$ cat config.mk
export PLATFORM = sky130hd
export DESIGN_NAME = acg_audio_clock_generator
export DESIGN_NICKNAME = d
export VERILOG_FILES = /design/src/common/acg_pkg.sv /design/src/core/acg_audio_clock_generator.sv
export SDC_FILE = /design/constraint.sdc
export NUM_CORES = 1
export LEC_CHECK = 0
export BUFFER_PORTS_ARGS = -buffer_cell sky130_fd_sc_hd__buf_2
export CAP_MARGIN = 20
export CELL_PAD_IN_SITES_DETAIL_PLACEMENT = 0
export CELL_PAD_IN_SITES_GLOBAL_PLACEMENT = 1
export CORE_ASPECT_RATIO = 0.75
export CORE_MARGIN = 2
export CORE_UTILIZATION = 50
export CTS_CLUSTER_SIZE = 24
export DETAILED_ROUTE_END_ITERATION = 7
export PLACE_DENSITY_LB_ADDON = 0.1
export SETUP_SLACK_MARGIN = 0.3
export SYNTH_ARGS = -nofsm -noshare
export SYNTH_HDL_FRONTEND = slang
export SYNTH_SLANG_ARGS = --single-unit
$ cat constraint.sdc
create_clock -name sys_clk -period 28.7 [get_ports sys_clk]
set_input_delay 4.305 -clock sys_clk [delete_from_list [all_inputs] [get_ports sys_clk]]
set_output_delay 4.305 -clock sys_clk [all_outputs]
set_load 0.01 [all_outputs]
$ cat src/common/acg_pkg.sv
package acg_pkg;
   // register map
   localparam logic [7:0] ACG_CLK_SRC_SEL_OFFSET = 8'h66;
   localparam logic [7:0] ACG_CLK_SRC_SEL_RESET  = 8'h00;
   localparam int         ACG_DIV_SRC_MSB        = 7;
   localparam int         ACG_DIV_SRC_LSB        = 6;
   localparam int         ACG_LOOP_SRC_MSB       = 5;
   localparam int         ACG_LOOP_SRC_LSB       = 4;
   localparam logic [7:0] ACG_CLK_SRC_SEL_MASK   = 8'hF0;

   // source encodings of both two-bit selectors
   localparam logic [1:0] ACG_SRC_MCLK  = 2'h0;
   localparam logic [1:0] ACG_SRC_BCLK  = 2'h1;
   localparam logic [1:0] ACG_SRC_SPARE = 2'h2;

   // ratio ranges
   localparam logic [4:0]  ACG_Q_MIN     = 5'h02;
   localparam logic [4:0]  ACG_Q_MAX     = 5'h11;
   localparam logic [3:0]  ACG_P_MIN     = 4'h1;
   localparam logic [3:0]  ACG_P_MAX     = 4'h8;
   localparam logic [4:0]  ACG_R_MIN     = 5'h01;
   localparam logic [4:0]  ACG_R_MAX     = 5'h10;
   localparam logic [6:0]  ACG_J_MIN     = 7'h01;
   localparam logic [6:0]  ACG_J_MAX     = 7'h40;
   localparam logic [13:0] ACG_D_MAX     = 14'h270F;
   localparam logic [4:0]  ACG_N_MIN     = 5'h02;
   localparam logic [4:0]  ACG_N_MAX     = 5'h11;
   localparam logic [3:0]  ACG_HALF_MIN  = 4'h2;
   localparam logic [3:0]  ACG_HALF_MAX  = 4'hC;

   // arithmetic constants
   localparam logic [31:0] ACG_FRAC_SCALE   = 32'h0000_2710;
   localparam logic [31:0] ACG_MCLK_PER_FS  = 32'h0000_0100;
   localparam logic [31:0] ACG_DIV_STEP     = 32'h0000_0002;
   localparam logic [31:0] ACG_DUAL_STEP    = 32'h0000_0004;
   localparam logic [2:0]  ACG_VCO_TO_MCLK  = 3'h7;
   localparam logic [31:0] ACG_ACC_CAP      = 32'h4000_0000;
endpackage

$ cat src/core/acg_audio_clock_generator.sv
// Summary of operation
// - internal converter master clock runs at 256 times the reference rate
// - master clock pin feeds either integer divider or the loop multiplier
// - bit clock pin or spare input pin may also source the master clock
// - loop off: reference rate is source divided by 128 times Q, Q 2..17
// - bits 7..6 of clock_source_select pick the divider source clock
// - loop on: reference rate is source times K times R over 2048 P
// - bits 5..4 of clock_source_select pick the loop source clock
// - multiplier K is integer part J plus four-digit fraction D
// - while powered down, spare pin may drive the loop and the clock pin
// - mux select 0 with loop on: pin clock is source 2KR over MNP
// - mux select 1: pin clock is divider source times 2 over M times N
// - sample rates are reference or twice it over half-step divider 1..6
`timescale 1ns/1ps
module acg_audio_clock_generator
   import acg_pkg::*;
(
   input  wire logic        sys_clk,
   input  wire logic        arst_n,
   input  wire logic        mclk_pin,
   input  wire logic        bclk_pin,
   input  wire logic        spare_clock_input_pin,
   input  wire logic        reg_wr_en,
   input  wire logic [7:0]  reg_wr_data,
   output logic      [7:0]  reg_rd_data,
   input  wire logic        pll_enable,
   input  wire logic [3:0]  pll_p,
   input  wire logic [4:0]  pll_r,
   input  wire logic [6:0]  pll_j,
   input  wire logic [13:0] pll_d,
   input  wire logic [4:0]  div_q,
   input  wire logic [1:0]  clkout_m_sel,
   input  wire logic [4:0]  clkout_n,
   input  wire logic        output_mux_select,
   input  wire logic [3:0]  dac_rate_divider,
   input  wire logic [3:0]  adc_rate_divider,
   input  wire logic        dac_dual_rate,
   input  wire logic        adc_dual_rate,
   input  wire logic        dac_enable,
   input  wire logic        adc_enable,
   input  wire logic        clkout_enable,
   input  wire logic        codec_powered_down,
   output logic             conv_mclk_tick,
   output logic             dac_fs_tick,
   output logic             adc_fs_tick,
   output logic             clkout_tick,
   output logic             clock_output_pin,
   output logic             cfg_pending
);
   import acg_pkg::*;

   // one accumulator step of a rate divider: returns {pulse, next accumulator}
   function automatic logic [32:0] acg_rate_step(input logic [31:0] acc,
                                                 input logic        in_tick,
                                                 input logic [31:0] add,
                                                 input logic [31:0] thr);
      logic [31:0] sum;
      sum = acc;
      if (in_tick && (acc < ACG_ACC_CAP)) begin
         sum = acc + add;
      end
      if (sum >= thr) begin
         acg_rate_step = {1'b1, sum - thr};
      end else begin
         acg_rate_step = {1'b0, sum};
      end
   endfunction

   // clamps a 5-bit ratio into its legal range
   function automatic logic [4:0] acg_clamp5(input logic [4:0] v,
                                             input logic [4:0] lo,
                                             input logic [4:0] hi);
      acg_clamp5 = (v < lo) ? lo : ((v > hi) ? hi : v);
   endfunction

   // clamps a 4-bit ratio into its legal range
   function automatic logic [3:0] acg_clamp4(input logic [3:0] v,
                                             input logic [3:0] lo,
                                             input logic [3:0] hi);
      acg_clamp4 = (v < lo) ? lo : ((v > hi) ? hi : v);
   endfunction

   logic [7:0]  clk_src_sel_reg;
   logic [2:0]  pin_prev_reg;
   logic [2:0]  pin_rise;
   logic [55:0] cfg_live;
   logic [55:0] cfg_reg;
   logic        consumers_idle;
   logic        cfg_pending_reg;
   logic [1:0]  div_src_sel;
   logic [1:0]  loop_src_sel;
   logic        pll_on;
   logic [3:0]  act_p;
   logic [4:0]  act_r;
   logic [6:0]  act_j;
   logic [13:0] act_d;
   logic [4:0]  act_q;
   logic [1:0]  act_m_sel;
   logic [4:0]  act_n;
   logic        act_mux;
   logic [3:0]  act_dac_half;
   logic [3:0]  act_adc_half;
   logic        div_src_tick;
   logic        loop_src_tick;
   logic [31:0] k_times_r;
   logic [31:0] vco_thr;
   logic [31:0] m_times_n;
   logic [31:0] vco_acc_reg;
   logic [32:0] vco_step;
   logic [31:0] div_acc_reg;
   logic [32:0] div_step;
   logic [2:0]  vco_div_reg;
   logic        vco_tick_reg;
   logic        mclk_from_div;
   logic        mclk_from_vco;
   logic        mclk_int;
   logic [31:0] out_acc_reg;
   logic [32:0] out_step;
   logic        out_src_tick;
   logic [31:0] dac_acc_reg;
   logic [31:0] adc_acc_reg;
   logic [32:0] dac_step;
   logic [32:0] adc_step;

   // clock_source_select register, upper nibble held, lower nibble reads zero
   always_ff @(posedge sys_clk or negedge arst_n) begin
      if (!arst_n) begin
         clk_src_sel_reg <= ACG_CLK_SRC_SEL_RESET;
      end else if (reg_wr_en) begin
         clk_src_sel_reg <= reg_wr_data & ACG_CLK_SRC_SEL_MASK;
      end
   end

   assign reg_rd_data = clk_src_sel_reg;

   // edge detection of the externally supplied clock pins
   always_ff @(posedge sys_clk or negedge arst_n) begin
      if (!arst_n) begin
         pin_prev_reg <= 3'h0;
      end else begin
         pin_prev_reg <= {spare_clock_input_pin, bclk_pin, mclk_pin};
      end
   end

   assign pin_rise = {spare_clock_input_pin, bclk_pin, mclk_pin} & ~pin_prev_reg;

   // live settings gathered for the shadow copy
   assign cfg_live = {clk_src_sel_reg[7:4], pll_enable, pll_p, pll_r, pll_j, pll_d,
                      div_q, clkout_m_sel, clkout_n, output_mux_select,
                      dac_rate_divider, adc_rate_divider};
   assign consumers_idle = !dac_enable && !adc_enable && !clkout_enable;

   // glitch-free update
   // settings are copied only while no consumer is enabled
   always_ff @(posedge sys_clk or negedge arst_n) begin
      if (!arst_n) begin
         cfg_reg         <= 56'h0;
         cfg_pending_reg <= 1'b0;
      end else begin
         if (consumers_idle) begin
            cfg_reg <= cfg_live;
         end
         cfg_pending_reg <= !consumers_idle && (cfg_live != cfg_reg);
      end
   end

   assign cfg_pending = cfg_pending_reg;

   // unpack the applied settings and clamp each ratio to its range
   assign div_src_sel  = cfg_reg[55:54];
   assign loop_src_sel = cfg_reg[53:52];
   assign pll_on       = cfg_reg[51];
   assign act_p        = acg_clamp4(cfg_reg[50:47], ACG_P_MIN, ACG_P_MAX);
   assign act_r        = acg_clamp5(cfg_reg[46:42], ACG_R_MIN, ACG_R_MAX);
   assign act_j        = (cfg_reg[41:35] < ACG_J_MIN) ? ACG_J_MIN :
                         ((cfg_reg[41:35] > ACG_J_MAX) ? ACG_J_MAX : cfg_reg[41:35]);
   assign act_d        = (cfg_reg[34:21] > ACG_D_MAX) ? ACG_D_MAX : cfg_reg[34:21];
   assign act_q        = acg_clamp5(cfg_reg[20:16], ACG_Q_MIN, ACG_Q_MAX);
   assign act_m_sel    = cfg_reg[15:14];
   assign act_n        = acg_clamp5(cfg_reg[13:9], ACG_N_MIN, ACG_N_MAX);
   assign act_mux      = cfg_reg[8];
   assign act_dac_half = acg_clamp4(cfg_reg[7:4], ACG_HALF_MIN, ACG_HALF_MAX);
   assign act_adc_half = acg_clamp4(cfg_reg[3:0], ACG_HALF_MIN, ACG_HALF_MAX);

   always_comb begin
      unique case (div_src_sel)
         ACG_SRC_BCLK:  div_src_tick = pin_rise[1];
         ACG_SRC_SPARE: div_src_tick = pin_rise[2];
         default:       div_src_tick = pin_rise[0];
      endcase
   end

   // spare pin only while powered down
   always_comb begin
      unique case (loop_src_sel)
         ACG_SRC_BCLK:  loop_src_tick = pin_rise[1];
         ACG_SRC_SPARE: loop_src_tick = codec_powered_down && pin_rise[2];
         default:       loop_src_tick = pin_rise[0];
      endcase
   end

   // multiplier K
   // K times R scaled by the fraction base, vco threshold is P scaled alike
   assign k_times_r = ({25'h0, act_j} * ACG_FRAC_SCALE + {18'h0, act_d}) * {27'h0, act_r};
   assign vco_thr   = {28'h0, act_p} * ACG_FRAC_SCALE;
   assign m_times_n = ({27'h0, act_n} << act_m_sel);

   // loop rate
   // vco ticks at source times K times R over P
   assign vco_step = acg_rate_step(vco_acc_reg, loop_src_tick, k_times_r, vco_thr);

   always_ff @(posedge sys_clk or negedge arst_n) begin
      if (!arst_n) begin
         vco_acc_reg  <= 32'h0;
         vco_tick_reg <= 1'b0;
         vco_div_reg  <= 3'h0;
      end else if (!pll_on) begin
         vco_acc_reg  <= 32'h0;
         vco_tick_reg <= 1'b0;
         vco_div_reg  <= 3'h0;
      end else begin
         vco_acc_reg  <= vco_step[31:0];
         vco_tick_reg <= vco_step[32];
         if (vco_step[32]) begin
            vco_div_reg <= vco_div_reg + 3'h1;
         end
      end
   end

   // integer divider
   // two master ticks per Q source edges gives source over 128 Q times 256
   assign div_step = acg_rate_step(div_acc_reg, div_src_tick, ACG_DIV_STEP,
                                   {27'h0, act_q});

   always_ff @(posedge sys_clk or negedge arst_n) begin
      if (!arst_n) begin
         div_acc_reg <= 32'h0;
      end else if (pll_on) begin
         div_acc_reg <= 32'h0;
      end else begin
         div_acc_reg <= div_step[31:0];
      end
   end

   // master clock
   // 256 times reference: vco over 8 with the loop, divider otherwise, none while powered down
   assign mclk_from_div = !pll_on && div_step[32];
   assign mclk_from_vco = vco_tick_reg && (vco_div_reg == ACG_VCO_TO_MCLK);
   assign mclk_int      = (pll_on && !codec_powered_down) ? mclk_from_vco :
                          ((!pll_on && !codec_powered_down) ? mclk_from_div : 1'b0);

   always_ff @(posedge sys_clk or negedge arst_n) begin
      if (!arst_n) begin
         conv_mclk_tick <= 1'b0;
      end else begin
         conv_mclk_tick <= mclk_int;
      end
   end

   // output divider source
   // mux 0 takes the vco, mux 1 the divider source regardless of loop state
   assign out_src_tick = act_mux ? div_src_tick : (pll_on && vco_tick_reg);
   assign out_step     = acg_rate_step(out_acc_reg, out_src_tick, ACG_DUAL_STEP,
                                       m_times_n);

   // output divider: four ticks per source tick over M N, pin toggles on each tick
   always_ff @(posedge sys_clk or negedge arst_n) begin
      if (!arst_n) begin
         out_acc_reg      <= 32'h0;
         clkout_tick      <= 1'b0;
         clock_output_pin <= 1'b0;
      end else if (!clkout_enable) begin
         out_acc_reg      <= 32'h0;
         clkout_tick      <= 1'b0;
         clock_output_pin <= 1'b0;
      end else begin
         out_acc_reg <= out_step[31:0];
         clkout_tick <= out_step[32];
         if (out_step[32]) begin
            clock_output_pin <= !clock_output_pin;
         end
      end
   end

   // converter rates
   // fs is master over 256 times the half-step divider, doubled in dual rate
   assign dac_step = acg_rate_step(dac_acc_reg, conv_mclk_tick,
                                   dac_dual_rate ? ACG_DUAL_STEP : ACG_DIV_STEP,
                                   ACG_MCLK_PER_FS * {28'h0, act_dac_half});
   assign adc_step = acg_rate_step(adc_acc_reg, conv_mclk_tick,
                                   adc_dual_rate ? ACG_DUAL_STEP : ACG_DIV_STEP,
                                   ACG_MCLK_PER_FS * {28'h0, act_adc_half});

   // dac sample rate divider
   always_ff @(posedge sys_clk or negedge arst_n) begin
      if (!arst_n) begin
         dac_acc_reg <= 32'h0;
         dac_fs_tick <= 1'b0;
      end else if (!dac_enable) begin
         dac_acc_reg <= 32'h0;
         dac_fs_tick <= 1'b0;
      end else begin
         dac_acc_reg <= dac_step[31:0];
         dac_fs_tick <= dac_step[32];
      end
   end

   // adc sample rate divider
   always_ff @(posedge sys_clk or negedge arst_n) begin
      if (!arst_n) begin
         adc_acc_reg <= 32'h0;
         adc_fs_tick <= 1'b0;
      end else if (!adc_enable) begin
         adc_acc_reg <= 32'h0;
         adc_fs_tick <= 1'b0;
      end else begin
         adc_acc_reg <= adc_step[31:0];
         adc_fs_tick <= adc_step[32];
      end
   end

endmodule // acg_audio_clock_generator

==> results.md <==
* Core Region at between 0.04 and 0.05 mm²
* Critical Path RT at 29,210 ps
* Top routing layer in use: met4
* DR iter-0 viols at 1,515
* Setup bufs post-CTS at 0
* CTS tree: built
* WS Path Type: reg -> reg
* Post-CTS Hold Buffers at 0
* Post-synth top flop: dfrtp_1
* CTS Sinks at 231
* Routability cong. at 0.907
* # fillers at 4,320
* First-pass DRT Iterations at 5
* PortBufs at 77
* Relative slew slack at between 30% and 40%
* Hpwl dp at 47,400 µm
* Tmin final at 11,530 ps
* Worst Clk Skew at 28.0 ps
* Synthesized area at between 0.02 and 0.025 mm²
* Vias per Instance at 5.76
* Gr usage total at 25.4%
* DRT antenna net count at 0
* Met3 wire length at approximately 2900 µm
* Post-synth EDFFs at 0
* Initial antenna violation count at 0
* RSZ-0062 raised after global routing: false
* Global-route wire length before repair at approximately 100,000 µm
* Row count at 68
* Storage element area at 0.00578 mm²
* CP endpoint kind: flip-flop
* Largest net degree at the start of global routing at 105
* Slowest CP cell: a311oi_1
* Reg2Reg Capture Point: vco_acc_reg[4]$_DFF_PN0_
* Reg2reg path depth at 34
* Unique cell type count in the Yosys netlist at 91
* Worst Setup EP: vco_acc_reg[4]$_DFF_PN0_
* CTS clk-pin slew, worst paths at 60 ps
* Number of flip-flops in the largest register at 56
* Resize count post-CTS at 0
* Avg Cell Area, Syn at about 8.5 µm²
* H-tree depth at 1
* Critical Path Max Stage Delay at 800 ps
* Die ar. at around 0.048 mm²
* DR WL met2 at 25,800 µm
* Reg2reg start: cfg_reg[41]$_DFFE_PN0P_
* Final WL at 60,900 µm
* Die X at 252 µm
* Metal1 wirelength at 31,400 µm
* Num CTS Buffers at 28
* Total grt overflow at 0
* Setup TNS at 0 ps
* Die Ht at 190 µm
* Vias in the first global route at 18,100
* Fmax at 0.0868 GHz
* Fraction of layout cells with a size suffix above 1 at 8.75%
* Routed len/inst at 18.2 µm
* Initial core utilization at 50.4%
* Root buffer selected by CTS: clkbuf_16
* Footprint of the multi-input gates at 0.0162 mm²
* Pins over their slew limit at 0
* Crit path launch: cfg_reg[41]$_DFFE_PN0P_
* Worst Path Max Fanout at 22
* R2r setup slk at 17,170 ps
* Final hold vios at 0
* Cells after synthesis at 2,701
* Worst EP arrival at 12,030 ps
* Ys Warns at 0
* Worst skew pair latency at 580 ps
* Tcrit/Tclk final at 40.2%
* Worst Max-Slew Pin Slew at 1020 ps
* Nets@finish at 3,039
* Via count at 19,200
* # IOs at 86
* Asr flop ratio synth at between 90% and 100%
* Max Cap Viol at 0
* # setup viols final at 0
* Bufs on Longest Clock Path at 3
* CP most frequent cell: fa_1
* Status: completed
* Seq/Total Area, Yosys at 25.1%
* Post-route DRC at 0
* Min-Delay Path Class: reg -> reg
* Crit start category: flip-flop
* Synth-to-Final Area Change at 8.10%
* Antenna cell count at 0
* Yosys reg bits at 231
## how the worst min path moves through the flow
stage / start / end / slack (ps) / cells past startpoint
after floorplan: vco_div_reg[1]$_DFFE_PN0P_ / vco_div_reg[1]$_DFFE_PN0P_ / 490 / 2
after global placement: vco_div_reg[1]$_DFFE_PN0P_ / vco_div_reg[1]$_DFFE_PN0P_ / 510 / 2
after detailed placement: out_acc_reg[0]$_DFFE_PN0P_ / out_acc_reg[0]$_DFFE_PN0P_ / 520 / 1
after CTS: out_acc_reg[0]$_DFFE_PN0P_ / out_acc_reg[0]$_DFFE_PN0P_ / 530 / 1
after global routing: out_acc_reg[0]$_DFFE_PN0P_ / out_acc_reg[0]$_DFFE_PN0P_ / 540 / 1
final: out_acc_reg[0]$_DFFE_PN0P_ / out_acc_reg[0]$_DFFE_PN0P_ / 520 / 1
## area by class of cell
| class | count | share of cell area (%) |
|---|---|---|
| clock buffers | 41 | 3.41 |
| clock inverters | 10 | 0.712 |
| inverters | 183 | 2.75 |
| multi-input cells | 2192 | 65.0 |
| flip-flops and latches | 231 | 23.2 |
| well taps | 595 | 2.99 |
| repair buffers | 87 | 1.92 |
## logic make-up after synthesis
logic type	count (synthesis)	synth area share, %
AO/OA/AOI/OAI	452	12.9
XOR/XNOR	299	11.4
adder cells (fa/ha/maj)	246	16.6
buffers and inverters	281	4.70
flip-flops	231	25.1
multiplexers	105	4.83
other	2	0.0326
AND/OR/NAND/NOR	1085	24.5
## routing by layer
layer | GRT usage (%) | vias up
met5 | 0 | -
met4 | 3.39 | 0
met3 | 3.01 | 52
met2 | 37.8 | 424
met1 | 40.1 | 9329
li1 | - | 9436
## layout by cell type, fill, tap and decap left out, types with 51 or more instances in the layout
cell type    n
inv_1      183
ha_1       142
mux2i_1     54
xor2_1     102
buf_2       76
nor2_1     236
a21oi_1    119
nand2_1    254
mux2_2      51
nor3_1      54
dfrtp_1    231
o21ai_0     97
xnor2_1    197
fa_1       102
nand3_1     89
and2_1      95
nand4_1     63
nor2b_1     54
## through the flow
stage	cell area (µm²)	cells	utilization, %	hold WS (ps)	setup slack [ps]
floorplan	23100	2704	-	490	19170
global placement	23900	3287	52.2	507	17550
detailed placement	23900	3287	52.2	517	17430
CTS	24900	3338	54.4	530	17360
global route	24900	3339	54.5	537	16300
finish	24900	3339	54.5	524	17170
## synth_stat cells, types with 76 or more instances
| master | instances | share of area (%) |
|---|---|---|
| dfrtp_1 | 231 | 25 |
| ha_1 | 142 | 7.7 |
| fa_1 | 102 | 8.9 |
| inv_1 | 183 | 3.0 |
| a21oi_1 | 119 | 2.6 |
| xnor2_1 | 197 | 7.5 |
| xor2_1 | 102 | 3.9 |
| nand2_1 | 254 | 4.1 |
| and2_1 | 95 | 2.6 |
| o21ai_0 | 97 | 2.1 |
| nand3_1 | 89 | 1.9 |
| nor2_1 | 236 | 3.8 |
| clkbuf_1 | 76 | 1.2 |
## worst max-delay path, delay by kind of cell (launching register included)
family	cells	cell delay [ps]
xor+xnor	1	430
fa+ha+maj	8	3770
simple gates	12	3320
mux	1	380
compound gates	9	2450
flops	1	580
buf+inv	3	500
Power is not shown: default switching activity piles up to over one toggle a cycle in this logic, so the estimate is an artifact.
